File: config.mk
export PLATFORM = sky130hd
export DESIGN_NAME = isc_top
export DESIGN_NICKNAME = d
export VERILOG_FILES = /design/src/hw/isc_pkg.sv /design/src/hw/isc_top.sv
export VERILOG_INCLUDE_DIRS = /design/src /design/src/hw
export SDC_FILE = /design/constraint.sdc
export NUM_CORES = 1
export LEC_CHECK = 0
export BUFFER_PORTS_ARGS = -buffer_cell sky130_fd_sc_hd__buf_2
export CAP_MARGIN = 20
export CORE_UTILIZATION = 52
export CTS_CLUSTER_SIZE = 25
export DETAILED_ROUTE_END_ITERATION = 12
export PLACE_DENSITY = 0.76
export RECOVER_POWER = 50
export SYNTH_ARGS = -nofsm -noshare
export SYNTH_HDL_FRONTEND = slang
export SYNTH_SLANG_ARGS = --single-unit
File: constraint.sdc
create_clock -name sys_clk -period 5.1 [get_ports sys_clk]
set_input_delay 0.765 -clock sys_clk [delete_from_list [all_inputs] [get_ports sys_clk]]
set_output_delay 0.765 -clock sys_clk [all_outputs]
set_load 0.01 [all_outputs]
File: src/hw/isc_consts.svh
// offsets, field positions, reset values and timing figures of the interrupt and standby control
`ifndef ISC_CONSTS_SVH
`define ISC_CONSTS_SVH
// register byte offsets
`define ISC_OFS_REQUEST 8'h00
`define ISC_OFS_MASK 8'h04
`define ISC_OFS_PRIO 8'h08
`define ISC_OFS_KEYRET 8'h0C
`define ISC_OFS_EDGESEL 8'h10
`define ISC_OFS_SAMPSEL 8'h14
`define ISC_OFS_WDTMODE 8'h18
`define ISC_OFS_SETTLE 8'h1C
`define ISC_OFS_STATUS 8'h20
`define ISC_OFS_STANDBY 8'h24
// source bit positions in the request, mask and priority registers
`define ISC_SRC_WDT 0
`define ISC_SRC_EXT0 1
`define ISC_SRC_EXT3 4
`define ISC_SRC_SERIAL 5
`define ISC_SRC_WATCHINT 6
`define ISC_SRC_TIMER1 7
`define ISC_SRC_TIMER2 8
`define ISC_SRC_WATCHTEST 9
`define ISC_NUM_VECTORED 9
// implemented bits of the flag registers
`define ISC_REQ_BITS 16'h03FF
`define ISC_PRIO_BITS 16'h01FF
// key return and status word fields
`define ISC_KEY_REQ_BIT 0
`define ISC_KEY_MASK_BIT 1
`define ISC_PSW_IE_BIT 0
`define ISC_PSW_ISP_BIT 1
// reset values
`define ISC_MASK_RST 16'h03FF
`define ISC_PRIO_RST 16'h01FF
`define ISC_KEY_RST 8'h02
`define ISC_WDTMODE_RST 2'h2
// watchdog overflow modes
`define ISC_WDT_RESTART 2'h0
`define ISC_WDT_NMI 2'h1
`define ISC_WDT_MASKABLE 2'h2
// vectors
`define ISC_VEC_RESTART 16'h0000
`define ISC_VEC_WDT 16'h0004
`define ISC_VEC_EXT0 16'h0006
`define ISC_VEC_EXT1 16'h0008
`define ISC_VEC_EXT2 16'h000A
`define ISC_VEC_EXT3 16'h000C
`define ISC_VEC_SERIAL 16'h000E
`define ISC_VEC_WATCHINT 16'h0012
`define ISC_VEC_TIMER1 16'h0016
`define ISC_VEC_TIMER2 16'h0018
`define ISC_VEC_BREAK 16'h003E
// timing: clock rate and oscillator settle times in ms
`define ISC_CLK_MHZ 100
`define ISC_SETTLE0_MS 0.98
`define ISC_SETTLE1_MS 1.95
`define ISC_SETTLE2_MS 3.91
`define ISC_SETTLE3_MS 7.81
`define ISC_SETTLE4_MS 31.3
`define ISC_SETTLE_W 22
`define ISC_STACK_DEPTH 8
`endif

File: src/hw/isc_pkg.sv
// types shared by the interrupt and standby control
package isc_pkg;
   typedef enum logic [1:0] {ISC_RUN, ISC_HALT, ISC_STOP, ISC_SETTLE} isc_mode_t;
   typedef enum logic [1:0] {ISC_OFF_NONE, ISC_OFF_NMI, ISC_OFF_BRK, ISC_OFF_MASK} isc_offer_t;
   typedef enum logic [2:0] {ISC_I_OTHER, ISC_I_EI, ISC_I_DI, ISC_I_BRK, ISC_I_IRQ_RETURN_INSTR,
      ISC_I_BREAK_RETURN_INSTR, ISC_I_HALT, ISC_I_STOP} isc_instr_t;
   typedef struct packed {
      logic psel;
      logic penable;
      logic pwrite;
      logic [7:0] paddr;
      logic [31:0] pwdata;
   } isc_apb_req_t;
   typedef struct packed {
      logic [31:0] prdata;
      logic pready;
      logic pslverr;
   } isc_apb_rsp_t;
   typedef struct packed {
      logic instrValid;
      isc_instr_t instrCode;
      logic irqAck;
   } isc_cpu_req_t;
   typedef struct packed {
      logic irqReq;
      logic [15:0] irqVector;
      logic irqNmi;
      logic irqBrk;
      logic cpuClkRun;
      logic mainOscRun;
      logic restartReq;
   } isc_cpu_rsp_t;
   typedef struct packed {
      logic watchdogOverflowIrq;
      logic serialTransferEndIrq;
      logic watchIntervalIrq;
      logic timerOneMatchIrq;
      logic timerTwoMatchIrq;
      logic watchOverflowTestFlag;
   } isc_src_t;
endpackage : isc_pkg

File: src/hw/isc_top.sv
// interrupt arbitration, vectoring and halt/stop standby control with an APB register file
// Operation
// eleven maskable sources, nine vectored, two testable; the code has ten, nine vectored, one testable
// edge zero never wakes STOP, HALT if sampling
// watchdog overflow: restart, nonmaskable or maskable
// fixed vector per maskable source by priority
// reset restarts at zero; break vectors high
// test inputs only raise flags, never vector
// request, mask, priority flag registers, sixteen bits
// key return register holds request and mask
// edge zero to two selectable; three falling
// edge zero passes a sampled noise filter
// global enable blocks maskables; cleared on accept
// in-service level bit tracks serviced priority
// nonmaskable watchdog beats every other request
// pending requests wait for enable or return
// default order breaks ties within one level
// break ignores level and enable, keeps level
// acknowledge saves state, clears enable; maskable sets level
// return instructions restore saved status word
// halt stops the CPU clock, oscillators run
// halt released by unmasked, nonmaskable or test
// stop halts oscillator; limited set wakes it
// stop release waits selected oscillator settle time
// acknowledge clears the serviced request flag
`timescale 1ns/10ps
`include "isc_consts.svh"
module isc_top import isc_pkg::*; #(
   parameter int SETTLE_CYC0 = int'($ceil(`ISC_SETTLE0_MS * 1000.0 * `ISC_CLK_MHZ)),
   parameter int SETTLE_CYC1 = int'($ceil(`ISC_SETTLE1_MS * 1000.0 * `ISC_CLK_MHZ)),
   parameter int SETTLE_CYC2 = int'($ceil(`ISC_SETTLE2_MS * 1000.0 * `ISC_CLK_MHZ)),
   parameter int SETTLE_CYC3 = int'($ceil(`ISC_SETTLE3_MS * 1000.0 * `ISC_CLK_MHZ)),
   parameter int SETTLE_CYC4 = int'($ceil(`ISC_SETTLE4_MS * 1000.0 * `ISC_CLK_MHZ))
) (
   input wire logic sys_clk,
   input wire logic reset_n,
   input wire isc_apb_req_t apbReq,
   output isc_apb_rsp_t apbRsp,
   input wire isc_cpu_req_t cpuReq,
   output isc_cpu_rsp_t cpuRsp,
   input wire isc_src_t irqSrc,
   input wire logic [4:0] stopCapable,
   input wire logic [3:0] extEdgePin,
   input wire logic [7:0] portFourPin
);
   // counters must fit the settle counter
   if (SETTLE_CYC0 < 1 || SETTLE_CYC1 < 1 || SETTLE_CYC2 < 1 || SETTLE_CYC3 < 1
      || SETTLE_CYC4 < 1 || SETTLE_CYC4 >= (1 << `ISC_SETTLE_W)) begin : g_bad_settle
      $error("isc_top: settle counts out of range");
   end

   // whole state of the block
   typedef struct packed {
      logic [11:0] pinMeta;          // first synchroniser stage, ext pins then port 4
      logic [11:0] pinSync;          // second stage
      logic [11:0] pinPrev;          // previous synchronised level for edges
      logic [5:0] sampCnt;           // noise eliminator sampling divider
      logic p0Samp;                  // last sample of edge zero pin
      logic p0Filt;                  // filtered level of edge zero pin
      logic [15:0] reqFlags;         // request_flag_register
      logic [15:0] maskFlags;        // mask_flag_register
      logic [15:0] prioFlags;        // priority_flag_register, 0 = high level
      logic [7:0] keyReg;            // key_return_register
      logic [7:0] edgeSel;           // edge_select_register
      logic [7:0] sampSel;           // sampling_clock_select
      logic [1:0] wdtMode;           // watchdog overflow handling
      logic [2:0] settleSel;         // osc_settle_select
      logic ie;                      // global_irq_enable
      logic ispHigh;                 // in_service_level_bit, 1 = serving high level
      logic holdOff;                 // one instruction must pass after a return
      logic brkPend;                 // software break waiting for acknowledge
      logic [3:0] sp;                // saved status word depth
      logic [2*`ISC_STACK_DEPTH-1:0] stk; // saved {ie, ispHigh} pairs
      isc_mode_t mode;               // run or standby state
      logic [`ISC_SETTLE_W-1:0] settleCnt; // oscillator settle countdown
      isc_offer_t offer;             // kind of request now offered to the core
      logic [3:0] offerIdx;          // offered maskable source
      logic offerHigh;               // offered source is high level
      isc_apb_rsp_t apb;             // registered bus answer
      isc_cpu_rsp_t cpu;             // registered core outputs
   } isc_state_t;

   // reset value of the whole state
   function automatic isc_state_t rstValue();
      isc_state_t s;
      s = '0;
      s.maskFlags = `ISC_MASK_RST;
      s.prioFlags = `ISC_PRIO_RST;
      s.keyReg = `ISC_KEY_RST;
      s.wdtMode = `ISC_WDTMODE_RST;
      s.mode = ISC_RUN;
      s.offer = ISC_OFF_NONE;
      s.cpu.irqVector = `ISC_VEC_RESTART;
      s.cpu.cpuClkRun = 1'b1;
      s.cpu.mainOscRun = 1'b1;
      return s;
   endfunction : rstValue

   localparam isc_state_t RST_STATE = rstValue();

   // vector of each maskable source in default priority order
   function automatic logic [15:0] vecOf(input logic [3:0] idx);
      case (idx)
         4'h0: vecOf = `ISC_VEC_WDT;
         4'h1: vecOf = `ISC_VEC_EXT0;
         4'h2: vecOf = `ISC_VEC_EXT1;
         4'h3: vecOf = `ISC_VEC_EXT2;
         4'h4: vecOf = `ISC_VEC_EXT3;
         4'h5: vecOf = `ISC_VEC_SERIAL;
         4'h6: vecOf = `ISC_VEC_WATCHINT;
         4'h7: vecOf = `ISC_VEC_TIMER1;
         default: vecOf = `ISC_VEC_TIMER2;
      endcase
   endfunction : vecOf

   // valid-edge decode: 0 falling, 1 rising, 3 both, 2 none
   function automatic logic edgeHit(input logic [1:0] sel, input logic r, input logic f);
      edgeHit = (sel[0] & r) | (~sel[0] & ~sel[1] & f) | (sel[1] & sel[0] & f);
   endfunction : edgeHit

   // settle cycles for a selection; values above four take the longest
   function automatic logic [`ISC_SETTLE_W-1:0] settleOf(input logic [2:0] sel);
      case (sel)
         3'h0: settleOf = `ISC_SETTLE_W'(SETTLE_CYC0 - 1);
         3'h1: settleOf = `ISC_SETTLE_W'(SETTLE_CYC1 - 1);
         3'h2: settleOf = `ISC_SETTLE_W'(SETTLE_CYC2 - 1);
         3'h3: settleOf = `ISC_SETTLE_W'(SETTLE_CYC3 - 1);
         default: settleOf = `ISC_SETTLE_W'(SETTLE_CYC4 - 1);
      endcase
   endfunction : settleOf

   logic [1:0] rstSync;           // reset release synchroniser
   logic rstInt_n;                // synchronised reset
   isc_state_t st;                // registered state
   isc_state_t nx;                // next state
   logic [11:0] rise;             // synchronised rising edges
   logic [11:0] fall;             // synchronised falling edges
   logic [5:0] divMask;           // sampling period mask
   logic sampTick;                // noise filter sample strobe
   logic filtChange;              // filtered edge-zero level flips
   logic [15:0] evt;              // request set events this cycle
   logic keyEvt;                  // port 4 falling edge
   logic access;                  // APB access phase
   logic doWrite;                 // write takes effect this edge
   logic ackNow;                  // core takes the offered request
   logic [15:0] reqBase;          // request flags before set events
   logic [15:0] wakeSrc;          // unmasked requests able to wake
   logic wake;                    // standby release condition
   logic [8:0] pend;              // pending vectored maskable requests
   logic [8:0] cand;              // candidates of the winning level
   logic [3:0] selIdx;            // chosen maskable source
   logic selHigh;                 // chosen source is high level
   logic selOk;                   // chosen source may be accepted now

   // reset release through two flops; assertion stays asynchronous
   always_ff @(posedge sys_clk or negedge reset_n) begin
      if (!reset_n) begin
         rstSync <= 2'h0;
      end else begin
         rstSync <= {rstSync[0], 1'b1};
      end
   end
   assign rstInt_n = rstSync[1];

   // outputs come straight from the state flops
   assign apbRsp = st.apb;
   assign cpuRsp = st.cpu;

   // next-state logic of the whole block
   always_comb begin
      nx = st;
      nx.cpu.restartReq = 1'b0;
      // pins pass two flops before anything looks at them
      nx.pinMeta = {portFourPin, extEdgePin};
      nx.pinSync = st.pinMeta;
      nx.pinPrev = st.pinSync;
      rise = st.pinSync & ~st.pinPrev;
      fall = ~st.pinSync & st.pinPrev;

      // noise eliminator: sel 0 samples on cpu clock, which stops in standby
      divMask = 6'h00;
      case (st.sampSel[1:0])
         2'h1: divMask = 6'h03;
         2'h2: divMask = 6'h0F;
         2'h3: divMask = 6'h3F;
         default: divMask = 6'h00;
      endcase
      if (st.sampSel[1:0] == 2'h0) begin
         sampTick = (st.mode == ISC_RUN);
      end else begin
         sampTick = (st.mode != ISC_STOP) && ((st.sampCnt & divMask) == 6'h00);
      end
      if (st.mode != ISC_STOP) begin
         nx.sampCnt = st.sampCnt + 6'h01;
      end
      // two equal samples in a row move the filtered level
      filtChange = sampTick && (st.pinSync[0] == st.p0Samp) && (st.p0Samp != st.p0Filt);
      if (sampTick) begin
         nx.p0Samp = st.pinSync[0];
      end
      if (filtChange) begin
         nx.p0Filt = st.p0Samp;
      end

      // request events
      evt = 16'h0000;
      evt[`ISC_SRC_WDT] = irqSrc.watchdogOverflowIrq && (st.wdtMode != `ISC_WDT_RESTART);
      evt[`ISC_SRC_EXT0] = filtChange &&
         edgeHit(st.edgeSel[1:0], st.p0Samp, ~st.p0Samp);
      evt[`ISC_SRC_EXT0 + 1] = edgeHit(st.edgeSel[3:2], rise[1], fall[1]);
      evt[`ISC_SRC_EXT0 + 2] = edgeHit(st.edgeSel[5:4], rise[2], fall[2]);
      evt[`ISC_SRC_EXT3] = fall[3];
      evt[`ISC_SRC_SERIAL] = irqSrc.serialTransferEndIrq;
      evt[`ISC_SRC_WATCHINT] = irqSrc.watchIntervalIrq;
      evt[`ISC_SRC_TIMER1] = irqSrc.timerOneMatchIrq;
      evt[`ISC_SRC_TIMER2] = irqSrc.timerTwoMatchIrq;
      evt[`ISC_SRC_WATCHTEST] = irqSrc.watchOverflowTestFlag;
      // in stop the five peripheral interrupt sources raise requests and wake it only with their stopCapable bit set
      if (st.mode == ISC_STOP) begin
         evt[`ISC_SRC_WDT] = evt[`ISC_SRC_WDT] & stopCapable[0];
         evt[`ISC_SRC_SERIAL] = evt[`ISC_SRC_SERIAL] & stopCapable[1];
         evt[`ISC_SRC_WATCHINT] = evt[`ISC_SRC_WATCHINT] & stopCapable[2];
         evt[`ISC_SRC_TIMER1] = evt[`ISC_SRC_TIMER1] & stopCapable[3];
         evt[`ISC_SRC_TIMER2] = evt[`ISC_SRC_TIMER2] & stopCapable[4];
      end
      keyEvt = |fall[11:4];

      // APB: one wait state, write lands on the edge that sees pready
      access = apbReq.psel && apbReq.penable;
      doWrite = access && st.apb.pready && apbReq.pwrite && !st.apb.pslverr;
      nx.apb.pready = access && !st.apb.pready;
      nx.apb.pslverr = 1'b0;
      if (access && !st.apb.pready) begin
         nx.apb.prdata = 32'h00000000;
         case (apbReq.paddr)
            `ISC_OFS_REQUEST: nx.apb.prdata[15:0] = st.reqFlags;
            `ISC_OFS_MASK: nx.apb.prdata[15:0] = st.maskFlags;
            `ISC_OFS_PRIO: nx.apb.prdata[15:0] = st.prioFlags;
            `ISC_OFS_KEYRET: nx.apb.prdata[7:0] = st.keyReg;
            `ISC_OFS_EDGESEL: nx.apb.prdata[7:0] = st.edgeSel;
            `ISC_OFS_SAMPSEL: nx.apb.prdata[7:0] = st.sampSel;
            `ISC_OFS_WDTMODE: nx.apb.prdata[1:0] = st.wdtMode;
            `ISC_OFS_SETTLE: nx.apb.prdata[2:0] = st.settleSel;
            `ISC_OFS_STATUS: nx.apb.prdata[1:0] = {st.ispHigh, st.ie};
            `ISC_OFS_STANDBY: nx.apb.prdata[1:0] = st.mode;
            default: nx.apb.pslverr = 1'b1;                  // unmapped address
         endcase
      end
      reqBase = st.reqFlags;
      if (doWrite) begin
         case (apbReq.paddr)
            `ISC_OFS_REQUEST: reqBase = apbReq.pwdata[15:0] & `ISC_REQ_BITS;
            `ISC_OFS_MASK: nx.maskFlags = apbReq.pwdata[15:0] & `ISC_REQ_BITS;
            `ISC_OFS_PRIO: nx.prioFlags = apbReq.pwdata[15:0] & `ISC_PRIO_BITS;
            `ISC_OFS_KEYRET: nx.keyReg = apbReq.pwdata[7:0] & 8'h03;
            `ISC_OFS_EDGESEL: nx.edgeSel = apbReq.pwdata[7:0] & 8'h3F;
            `ISC_OFS_SAMPSEL: nx.sampSel = apbReq.pwdata[7:0] & 8'h03;
            `ISC_OFS_WDTMODE: nx.wdtMode = apbReq.pwdata[1:0];
            `ISC_OFS_SETTLE: nx.settleSel = apbReq.pwdata[2:0];
            `ISC_OFS_STATUS: begin
               nx.ie = apbReq.pwdata[`ISC_PSW_IE_BIT];
               nx.ispHigh = apbReq.pwdata[`ISC_PSW_ISP_BIT];
            end
            default: begin
               nx.ie = nx.ie;                                // read-only or unmapped
            end
         endcase
      end

      // core instructions steer enable, break, return and standby
      if (cpuReq.instrValid) begin
         nx.holdOff = 1'b0;
         case (cpuReq.instrCode)
            ISC_I_EI: nx.ie = 1'b1;
            ISC_I_DI: nx.ie = 1'b0;
            ISC_I_BRK: nx.brkPend = 1'b1;
            ISC_I_IRQ_RETURN_INSTR, ISC_I_BREAK_RETURN_INSTR: begin
               // restore the status word saved at acceptance
               if (st.sp != 4'h0) begin
                  nx.sp = st.sp - 4'h1;
                  nx.ie = st.stk[2*(st.sp-4'h1)+1];
                  nx.ispHigh = st.stk[2*(st.sp-4'h1)];
               end
               nx.holdOff = 1'b1;
            end
            ISC_I_HALT: begin
               if (st.mode == ISC_RUN) nx.mode = ISC_HALT;
            end
            ISC_I_STOP: begin
               if (st.mode == ISC_RUN) nx.mode = ISC_STOP;
            end
            default: nx.holdOff = 1'b0;
         endcase
      end

      // acknowledge of the registered offer
      ackNow = cpuReq.irqAck && st.cpu.irqReq;
      if (ackNow) begin
         // saturate rather than wrap: pushes past the top are dropped
         if (st.sp != 4'(`ISC_STACK_DEPTH)) begin
            nx.stk[2*st.sp +: 2] = {nx.ie, nx.ispHigh};
            nx.sp = st.sp + 4'h1;
         end
         nx.ie = 1'b0;
         case (st.offer)
            ISC_OFF_NMI: reqBase[`ISC_SRC_WDT] = 1'b0;
            ISC_OFF_BRK: nx.brkPend = 1'b0;
            ISC_OFF_MASK: begin
               reqBase[st.offerIdx] = 1'b0;
               nx.ispHigh = st.offerHigh;
            end
            default: nx.brkPend = nx.brkPend;
         endcase
      end
      // a set arriving with a clear wins
      nx.reqFlags = reqBase | evt;
      if (keyEvt) begin
         nx.keyReg[`ISC_KEY_REQ_BIT] = 1'b1;
      end

      // standby release sources
      wakeSrc = st.reqFlags & ~st.maskFlags & `ISC_REQ_BITS;
      if (st.wdtMode == `ISC_WDT_NMI) begin
         wakeSrc[`ISC_SRC_WDT] = st.reqFlags[`ISC_SRC_WDT];
      end
      if (st.mode == ISC_STOP || st.sampSel[1:0] == 2'h0) begin
         wakeSrc[`ISC_SRC_EXT0] = 1'b0;
      end
      wake = (|wakeSrc) || (st.keyReg[`ISC_KEY_REQ_BIT] && !st.keyReg[`ISC_KEY_MASK_BIT]);

      // standby sequencing
      case (st.mode)
         ISC_HALT: begin
            if (wake) nx.mode = ISC_RUN;
         end
         ISC_STOP: begin
            if (wake) begin
               nx.mode = ISC_SETTLE;
               nx.settleCnt = settleOf(st.settleSel);
            end
         end
         ISC_SETTLE: begin
            if (st.settleCnt == '0) begin
               nx.mode = ISC_RUN;
            end else begin
               nx.settleCnt = st.settleCnt - 1'b1;
            end
         end
         default: nx.settleCnt = '0;
      endcase
      nx.cpu.cpuClkRun = (nx.mode == ISC_RUN);
      nx.cpu.mainOscRun = (nx.mode != ISC_STOP);

      // arbitration: high level first, then fixed order inside a level
      pend = st.reqFlags[8:0] & ~st.maskFlags[8:0];
      if (st.wdtMode != `ISC_WDT_MASKABLE) begin
         pend[`ISC_SRC_WDT] = 1'b0;
      end
      cand = ((pend & ~st.prioFlags[8:0]) != 9'h000) ? (pend & ~st.prioFlags[8:0]) : pend;
      selIdx = 4'h0;
      for (int i = `ISC_NUM_VECTORED - 1; i >= 0; i--) begin
         if (cand[i]) selIdx = 4'(i);
      end
      selHigh = !st.prioFlags[selIdx];
      selOk = st.ie && !st.holdOff && (selHigh || !st.ispHigh);
      nx.offer = ISC_OFF_NONE;
      nx.offerIdx = selIdx;
      nx.offerHigh = selHigh;
      if (st.mode == ISC_RUN && !ackNow) begin
         if (st.wdtMode == `ISC_WDT_NMI && st.reqFlags[`ISC_SRC_WDT]) begin
            nx.offer = ISC_OFF_NMI;
         end else if (st.brkPend) begin
            nx.offer = ISC_OFF_BRK;
         end else if ((pend != 9'h000) && selOk) begin
            nx.offer = ISC_OFF_MASK;
         end
      end
      nx.cpu.irqReq = (nx.offer != ISC_OFF_NONE);
      nx.cpu.irqNmi = (nx.offer == ISC_OFF_NMI);
      nx.cpu.irqBrk = (nx.offer == ISC_OFF_BRK);
      case (nx.offer)
         ISC_OFF_NMI: nx.cpu.irqVector = `ISC_VEC_WDT;
         ISC_OFF_BRK: nx.cpu.irqVector = `ISC_VEC_BREAK;
         ISC_OFF_MASK: nx.cpu.irqVector = vecOf(selIdx);
         default: nx.cpu.irqVector = st.cpu.irqVector;
      endcase

      // watchdog in restart mode reinitialises the controller, except in stop
      if (irqSrc.watchdogOverflowIrq && st.wdtMode == `ISC_WDT_RESTART
         && st.mode != ISC_STOP) begin
         nx = RST_STATE;
         nx.pinMeta = {portFourPin, extEdgePin};
         nx.pinSync = st.pinMeta;
         nx.pinPrev = st.pinSync;
         nx.cpu.restartReq = 1'b1;
      end
   end

   // state register
   always_ff @(posedge sys_clk or negedge rstInt_n) begin
      if (!rstInt_n) begin
         st <= RST_STATE;
      end else begin
         st <= nx;
      end
   end
endmodule : isc_top

# == Word level (Yosys, flattened, before mapping) ==
# Memories as Yosys holds them, arrays and structs flattened.
# Cells that the tools add are included.
# word_totals
memories,1
register_bits,234
output_inout_bits,56
input_bits,73
romBits,32
# memory_table
memory,depth,word_bits,read_ports,rd_clocked_by_memory_dff,wr,line_no,source
(no name shown),8,4,1,0,0,isc_top.sv:103,case (idx)
# classes
eq_ne,41
mux,83
reduce_logical,75
magnitude_cmp,5
add_sub_neg,7
shift,2
bitwise_logic,47
# ops
cell,count
2-to-1 mux 196 bit,1
2-to-1 mux 16 bit,6
case mux 22 bit (4 select lines),1
case mux 22 bit (3 select lines),1
less-than comparator 32 x 5 -> 1 bit (second input constant),2
2-to-1 mux 63 bit,1
2-to-1 mux 4 bit,12
case mux 16 bit (3 select lines),1
negator 5 -> 34 bit,1
nonzero test 2 bit,17
variable shift 2 x 34 -> 16 bit (first input constant),1
variable part select 2 x 34 -> 16 bit,1
adder 32 x 1 -> 32 bit (second input constant),1
equality test 8 x 5 -> 1 bit (second input constant),4
2-to-1 mux 32 bit,1
2-to-1 mux 8 bit,4
case mux 5 bit (6 select lines),1
2-to-1 mux 2 bit,12
2-to-1 mux 24 bit,1
case mux 8 bit (3 select lines),1
zero test 22 bit,1
2-to-1 mux 22 bit,1
subtractor 22 x 1 -> 22 bit (second input constant),1
2-to-1 mux 1 bit,21
other kinds (67),166

# == Logic depth before layout (Yosys ltp) ==
# Gate-level depths: netlist of run 1.
# logic_depth
depth_word,28
mapped_depth,16
mapped_depth_nobuf,13

# == Least setup slack after synthesis of run 1 ==
# OpenSTA, ideal clock, no wires.
# synth_timing
kind,reg-to-reg
from,register st[148] (netlist name)
to,"register st, in the netlist cpuRsp[7]"
arrival_ps,3454
slack_ps,1516
required_ps,4971
path_buffers,2
stages_incl_launch_ff,16
cell_sequence,dfstp_2 nor3b_1 or4_1 clkbuf_2 o31a_1 o22a_4 a31oi_4 o22ai_1 mux2_4 o21ai_4 inv_1 ha_1 buf_1 nand2_1 nor2_1 o41a_1
# synth_between
elab_chain_cells,26
# synth_rtl
element,line_no,source
from (decl),isc_top.sv:134,isc_state_t st;
from (signal assigned),isc_top.sv:404,st <= nx;
NOT 9 bit,isc_top.sv:359,cand = ((pend & ~st.prioFlags[8:0]) != 9'h000) ? (pend & ~st.prioFlags[8:0]) : pend;
AND 9 bit,isc_top.sv:359,
nonzero test 9 bit,isc_top.sv:359,
2-to-1 mux 9 bit,isc_top.sv:359,
2-to-1 mux 4 bit (9 in a row),isc_top.sv:362,if (cand[i]) selIdx = 4'(i);
binary-select mux 1 bit (select 4 bit),isc_top.sv:364,selHigh = !st.prioFlags[selIdx];
2-to-1 mux 1 bit (implied by the code),isc_top.sv:364,
zero test 1 bit,isc_top.sv:364,
(+2 left out),n/a,
logical AND 1 bit,isc_top.sv:374,end else if ((pend != 9'h000) && selOk) begin
2-to-1 mux 2 bit,isc_top.sv:374,
2-to-1 mux 2 bit,isc_top.sv:372,end else if (st.brkPend) begin
2-to-1 mux 2 bit,isc_top.sv:370,if (st.wdtMode == `ISC_WDT_NMI && st.reqFlags[`ISC_SRC_WDT]) begin
2-to-1 mux 2 bit,isc_top.sv:369,if (st.mode == ISC_RUN && !ackNow) begin
equality test 2 bit or equality test 2 x 1 -> 1 bit (tied branches),isc_top.sv:381,case (nx.offer)
case mux 16 bit (3 select lines),isc_top.sv:381,
2-to-1 mux 196 bit,isc_top.sv:389,if (irqSrc.watchdogOverflowIrq && st.wdtMode == `ISC_WDT_RESTART
# Parallel ways exist; a longest one is shown, timed or not. The select of a mux whose other input is x is not followed.
# A chain may end at the register's enable or synchronous reset.

# == Worst setup path after layout of run 1 ==
# Same ends and word-level chain as after synthesis.

==> reports/metrics.cfg, run 1 <==
[pwr]
vdd_drop_max_uv=274
power_per_cell_area_mw_per_mm2=428
power_frac_comb_pct=28.3
power_frac_seq_pct=42.8
switching_share_pct=36.2
power_report.internal_total_w=0.00286
p_leak_nw=4.67
netSwitchingPower_w=0.00162
clockPowerShare_pct=28.8

[clock_tree]
clock_sink_count=179
cts_root_buf=sky130_fd_sc_hd__clkbuf_16
ctsResizeCount=0
cts_post_setup_buffers_inserted=0
clock_tree.htree_level_count=4
insertion_delay_ns=0.44
postCtsHoldBufs=0
cts_made_buffers=17
tritoncts=built
clockBufferDepth=2
clkSlewWorstSetupHoldPaths_ns=0.07

[die]
design.portCount=129
dieWidth_um=138
die_area_mm2=0.0190
die_height_um=138
std_cell_rows=49
floorplan.initialDensity_pct=53.3
core_mm2=0.0180

[cells_and_area]
most_frequent_cells_in_the_layout=sky130_fd_sc_hd__dfrtp_1, sky130_fd_sc_hd__nand2_1, sky130_fd_sc_hd__nor2_1
post_route_cells_drive_above_1_share_pct=14.4
nFillCells=1573
layout-area-overhead-vs-synth_pct=8.75
final_design_area_no_fill_mm2=0.0105
mostFrequentLayoutCell=sky130_fd_sc_hd__dfrtp_1
nets_finish=1156

[placed_design]
hpwl_reported_at_the_end_of_detailed_placement_mm=16.6
placed_area_mm2=0.00984
portBuffers=79
place_congestion=0.929

[global_route]
global_route.overflow_total=0
gr-usage-all-layers_pct=26.7
antenna_violations_before_repair=2
grt_pass1_wl_mm=38.9
grt_start_max_net_pins=93
first_global_vias=7561

[worst_setup_path]
setup.worst_path.end_class=flip-flop
worst_r2r_endpoint=cpuRsp[7]
critical_path_class=reg2reg
r2r_setup_slack_ns=0.96
crit-reg2reg-launch=st[148]
timing.critical_path.arrival_ns=4.46
ff2ff_path_depth=12
critical_path.startpoint_type=flip-flop
required_ns=5.42
timing.critical_path.fanout_max=11

[timing]
fin_worst_skew_ns=0.00913
layout_min_cycle_time_ns=4.14
max_slew_margin_pct=-50.6
rsz0062_at_grt=false
finalMaxSlewViolations=93
timing_worst_slew_pin_value_ns=2.26
final_hold_violations=0
max_freq_mhz=241
final_min_period_over_clock_period_pct=81.2
fin_setup_tns_ns=0
finalSetupViolations=0

[synth]
post_synth_main_area_contributors=sky130_fd_sc_hd__dfrtp_1, sky130_fd_sc_hd__dfstp_2, sky130_fd_sc_hd__nand2_1, sky130_fd_sc_hd__buf_4, sky130_fd_sc_hd__o21ai_0
count_of_cell_types_in_the_netlist=70
synth_edf_count=0
post-synth-top-area-cell=sky130_fd_sc_hd__dfrtp_1
synth.yosys.warnings=0
ys_seq_elements=179
syn_area_per_cell_um2=9.21
syn_inst=1044
ys_seq_area_share_pct=46.9
synth_top_flop_cell=sky130_fd_sc_hd__dfrtp_1
post_synth_instance_area_mm2=0.00961
post-synth-top-area-fraction_pct=40.6
ys_async_sr_fraction_pct=100

[routing]
drc=0
initialDrtViolationCount=976
drtAntennaViolNets=0
route.vias.total=8085
drt_first_pass_iters=8
detail_route.wirelength_mm=24.3
post_drt_wl_per_cell_um=18.5
routed_via_density=6.13

[min_path]
hold_path_class=in2async

[flow_run]
max_cap_violations=1

[run_status]
outcome=complete, but fails checks
failed_checks=max-capacitance violations, max-slew violations

[worst max path at each step]
stage	from	end	slack, ns	depth (start not counted)
2_1_floorplan	st[148]	cpuRsp[7]	1.52	15
3_3_place_gp	st[148]	cpuRsp[7]	1.10	12
3_5_place_dp	st[148]	cpuRsp[7]	1.06	12
4_1_cts	st[148]	cpuRsp[7]	1.03	12
5_1_grt	st[148]	cpuRsp[7]	0.72	12
6_report	st[148]	cpuRsp[7]	0.96	12
[critical path, cell delays in order (launching register included)]
cell                       delay [ns]
sky130_fd_sc_hd__dfstp_2         0.66
sky130_fd_sc_hd__nor3b_1         0.11
sky130_fd_sc_hd__or4_1           0.68
sky130_fd_sc_hd__o31a_1          0.40
sky130_fd_sc_hd__o22a_4          0.27
sky130_fd_sc_hd__nand2_1         0.15
sky130_fd_sc_hd__a2111o_1        0.37
sky130_fd_sc_hd__o21a_1          0.18
sky130_fd_sc_hd__o21ai_1         0.09
sky130_fd_sc_hd__a21oi_1         0.22
sky130_fd_sc_hd__ha_1            0.32
sky130_fd_sc_hd__nor2_1          0.15
sky130_fd_sc_hd__o41a_1          0.39
[power groups by stage]
stage	Sequential, W	Combinational, W	Clock [W]
floorplan	0.00183	0.00104	0
global placement	0.00193	0.00119	0
detailed placement	0.00194	0.00122	0
CTS	0.00192	0.00124	0.00131
global route	0.00195	0.00141	0.00137
finish	0.00192	0.00127	0.00129
[per-layer routing]
metal	share of wire [%]	wire length, µm	track usage [%]
met5	0	0	0
met4	2.0	488	9.24
met3	9.4	2280	6.10
met2	45	10900	40.0
met1	44	10600	37.9
[final cells by class]
| cell class | count | area [µm²] | area share, % |
|---|---|---|---|
| Antenna cell | 2 | 5.00 | 0.0479 |
| Clock buffer | 20 | 457 | 4.37 |
| Clock inverter | 12 | 119 | 1.14 |
| Inverter | 32 | 120 | 1.15 |
| Multi-Input combinational cell | 759 | 4490 | 43.0 |
| Sequential cell | 179 | 4510 | 43.1 |
| Tap cell | 229 | 287 | 2.74 |
| Timing Repair Buffer | 85 | 467 | 4.46 |
[cell usage after synthesis, types with 5 or more instances]
cell type                    n
sky130_fd_sc_hd__nand4_1     9
sky130_fd_sc_hd__clkbuf_1   36
sky130_fd_sc_hd__nand3b_1    5
sky130_fd_sc_hd__or4_1       7
sky130_fd_sc_hd__and2_1     14
sky130_fd_sc_hd__or2_2       5
sky130_fd_sc_hd__a31oi_1     8
sky130_fd_sc_hd__nor3b_1    12
sky130_fd_sc_hd__a22o_1     26
sky130_fd_sc_hd__ha_1        9
sky130_fd_sc_hd__xor2_1      5
sky130_fd_sc_hd__buf_4      57
sky130_fd_sc_hd__nor4_1     12
sky130_fd_sc_hd__nor3_1     27
sky130_fd_sc_hd__o22ai_1    17
sky130_fd_sc_hd__o211ai_1    9
sky130_fd_sc_hd__buf_1       6
sky130_fd_sc_hd__o221ai_1   11
sky130_fd_sc_hd__xnor2_1     7
sky130_fd_sc_hd__mux2i_1    32
sky130_fd_sc_hd__a21oi_1    52
sky130_fd_sc_hd__o31ai_1     8
sky130_fd_sc_hd__nor2_1    102
sky130_fd_sc_hd__nand2_1   118
sky130_fd_sc_hd__a221oi_1    9
sky130_fd_sc_hd__dfrtp_1   156
sky130_fd_sc_hd__nand2b_1   33
sky130_fd_sc_hd__and3_1      7
sky130_fd_sc_hd__dfstp_2    23
sky130_fd_sc_hd__a22oi_1     5
sky130_fd_sc_hd__nor2b_1     9
sky130_fd_sc_hd__nand3_1    38
sky130_fd_sc_hd__o31a_1      6
sky130_fd_sc_hd__inv_1      31
sky130_fd_sc_hd__o21ai_0    80
[sequential cells by signal (all words and copies together), names as in the netlist]
name	count
rstSync	2
st	148
cpuRsp	11
apbRsp	18
[per-stage QoR]
stage | power, W | setup WS (ns) | utilization [%] | hold slack [ns] | std cells
floorplan | 0.00287 | 1.52 | - | 0.331 | 1070
global placement | 0.00313 | 1.10 | 54.6 | 0.331 | 1281
detailed placement | 0.00316 | 1.06 | 54.6 | 0.335 | 1281
CTS | 0.00447 | 1.03 | 57.8 | 0.0899 | 1313
global route | 0.00473 | 0.724 | 58.0 | 0.0912 | 1317
finish | 0.00448 | 0.958 | 58.0 | 0.103 | 1318
[kinds of logic after synthesis]
kind of cell,synth area share [%]
flops,46.9
other cells,0.0781
buf+inv,7.39
xor+xnor,1.09
simple gates,20.7
fa+ha+maj,1.17
mux,4.43
compound gates,18.2
(Power assumes the default switching activity.)
==> run 2, diff against run 1 <==
Settings changed: ABC_AREA set to 1, PLACE_DENSITY 0.76 to 0.73.
Clock period 5.1 ns to 4.01 ns, I/O delays scaled along.
==> run 2 against run 1 <==
Flip-flop and latch count unchanged. Sequential share of layout area down 0.32 points. Global-route usage down 0.22 points. The run still ends with max-capacitance violations, max-slew violations left. Synthesized area down 0.31%. Utilization up 0.43 points. First-iteration DRC count down 18%. Critical path depth up 16. Clock power up 28%. Clock skew down 0.0014 ns. Combinational power up 9%. Maximum frequency up 17%. Critical endpoint is now cpuRsp[8].
==> reports/metrics.cfg, run 2 <==
[synth]
synth.cells.most_frequent=sky130_fd_sc_hd__nand2_1, sky130_fd_sc_hd__inv_1, sky130_fd_sc_hd__dfrtp_1
synth_top_flop_cell=sky130_fd_sc_hd__dfrtp_1
most_common_cell_in_the_synthesized_netlist=sky130_fd_sc_hd__nand2_1
post-synth-top-area-fraction_pct=40.7
syn_inst=1219
post_synth_main_area_contributors=sky130_fd_sc_hd__dfrtp_1, sky130_fd_sc_hd__nand2_1, sky130_fd_sc_hd__inv_1, sky130_fd_sc_hd__dfstp_2, sky130_fd_sc_hd__o21ai_0
syn_area_per_cell_um2=7.86
post_synth_instance_area_mm2=0.00958
ys_seq_elements=179
ys_seq_area_share_pct=47.0
ys_async_sr_fraction_pct=100
post-synth-top-area-cell=sky130_fd_sc_hd__dfrtp_1
synth_edf_count=0
count_of_cell_types_in_the_netlist=48
synth.yosys.warnings=0

[clock_tree]
clkSlewWorstSetupHoldPaths_ns=0.08
cts_root_buf=sky130_fd_sc_hd__clkbuf_16
clockBufferDepth=2
tritoncts=built
clock_sink_count=179
insertion_delay_ns=0.43
ctsResizeCount=0
clock_tree.htree_level_count=4
postCtsHoldBufs=1
cts_made_buffers=17
cts_post_setup_buffers_inserted=0

[cells_and_area]
largest-register=st
final-instance-count-excl-fill=1517
mostFrequentLayoutCell=sky130_fd_sc_hd__nand2_1
layout-area-overhead-vs-synth_pct=9.90
multi_input_comb_area_mm2=0.00392
nets_finish=1356
largest_reg_flops=148
seq_area_mm2=0.00451
post_route_cells_drive_above_1_share_pct=12.0
nFillCells=1667
most_frequent_cells_in_the_layout=sky130_fd_sc_hd__nand2_1, sky130_fd_sc_hd__inv_1, sky130_fd_sc_hd__dfrtp_1

[global_route]
global_route.overflow_total=0
antenna_violations_before_repair=0
first_global_vias=7845
grt_start_max_net_pins=82
gr-usage-all-layers_pct=26.5
grt_pass1_wl_mm=38.6

[min_path]
hold_path_class=in2reg
hold_path_startpoint=extEdgePin[2]

[worst_setup_path]
crit-reg2reg-launch=st[115]
worst_r2r_endpoint=cpuRsp[8]
cp_common_cell=sky130_fd_sc_hd__nand2_1
required_ns=4.33
critical_path_class=reg2reg
slowest_delay_ns=0.56
worst_setup_path_endpoint=cpuRsp[8]
r2r_setup_slack_ns=0.46
critical_path.startpoint_type=flip-flop
worst_setup_path_startpoint=st[115]
setup.worst_path.end_class=flip-flop
ff2ff_path_depth=28
critical-path-slowest-cell=sky130_fd_sc_hd__dfstp_2
timing.critical_path.arrival_ns=3.87
timing.critical_path.fanout_max=6

[die]
design.portCount=129
dieWidth_um=138
floorplan.initialDensity_pct=53.2
std_cell_rows=49
die_height_um=138
die_area_mm2=0.0190
core_mm2=0.0180

[timing]
finalSetupViolations=0
rsz0062_at_grt=false
layout_min_cycle_time_ns=3.55
finalMaxSlewViolations=57
timing_worst_slew_pin_value_ns=2.17
fin_setup_tns_ns=0
final_hold_violations=0
fin_worst_skew_ns=0.00773
max_freq_mhz=281
final_min_period_over_clock_period_pct=88.6
max_slew_margin_pct=-44.6

[pwr]
p_leak_nw=5.20
vdd_drop_max_uv=460
power_per_cell_area_mw_per_mm2=500

[placed_design]
hpwl_reported_at_the_end_of_detailed_placement_mm=17.4
placed_cells_incl_taps=1483
place_congestion=0.925
portBuffers=79

[routing]
drc=0
detail_route.wirelength_mm=23.6
post_drt_wl_per_cell_um=15.6
initialDrtViolationCount=805
drtAntennaViolNets=0
drt_first_pass_iters=6
routed_via_density=5.51
route.vias.total=8359

[flow_run]
max_cap_violations=1

[run_status]
failed_checks=max-capacitance violations, max-slew violations
outcome=complete, but fails checks

==> run 2: where the power goes <==
part	internal [W]	switching [W]
sequential	0.00203	0.000208
combinational	0.000482	0.000903
clock	0.000840	0.000808
==> run 2: worst min path at each step <==
stage | slack, ns | cells after the start | end
floorplan | 0.31 | 0 | rstSync[0]
global placement | 0.33 | 0 | st[214]
detailed placement | 0.33 | 0 | st[214]
CTS | 0.26 | 1 | st[230]
global route | 0.25 | 1 | st[231]
finish | 0.27 | 1 | st[222]
==> run 2: kinds of logic after synthesis <==
kind of cell	Yosys count	share of synthesized area, %
xor+xnor	14	1.28
compound gates	258	15.9
other cells	2	0.0784
buf+inv	279	13.2
flops	179	47.0
simple gates	478	21.4
fa+ha+maj	9	1.18
==> run 2: critical path, delay by kind of cell (launching register included) <==
family	cells	cell delay [ns]
DFF	1	0.56
AOI/OAI and AO/OA	2	0.36
buffers and inverters	6	0.47
and+or+nand+nor	19	1.81
adders and majority gates	1	0.25
==> run 2: stage by stage <==
stage	total power (W)	hold WS [ns]	area [µm²]	utilization (%)	worst slack, ns
floorplan	0.00328	0.306	9680	-	0.958
global placement	0.00358	0.333	9970	55.3	0.574
detailed placement	0.00362	0.335	9970	55.3	0.489
CTS	0.00527	0.256	10600	58.6	0.469
global route	0.00559	0.251	10500	58.4	0.0520
finish	0.00527	0.266	10500	58.4	0.457
==> run 2: final cells by class <==
type                            instances  share of cell area, %
Antenna cell                            1                 0.0238
Timing Repair Buffer                   95                   4.67
Clock buffer                           18                   4.08
Multi-Input combinational cell        787                   37.2
Tap cell                              229                   2.72
Sequential cell                       179                   42.8
Clock inverter                         14                   1.58
Inverter                              194                   6.91
==> run 2: routing by layer <==
metal	part of all wire (%)	global-route usage, %
met3	6.5	5.37
met5	0	0
met2	48	42.3
met1	44	35.8
met4	2.2	9.12
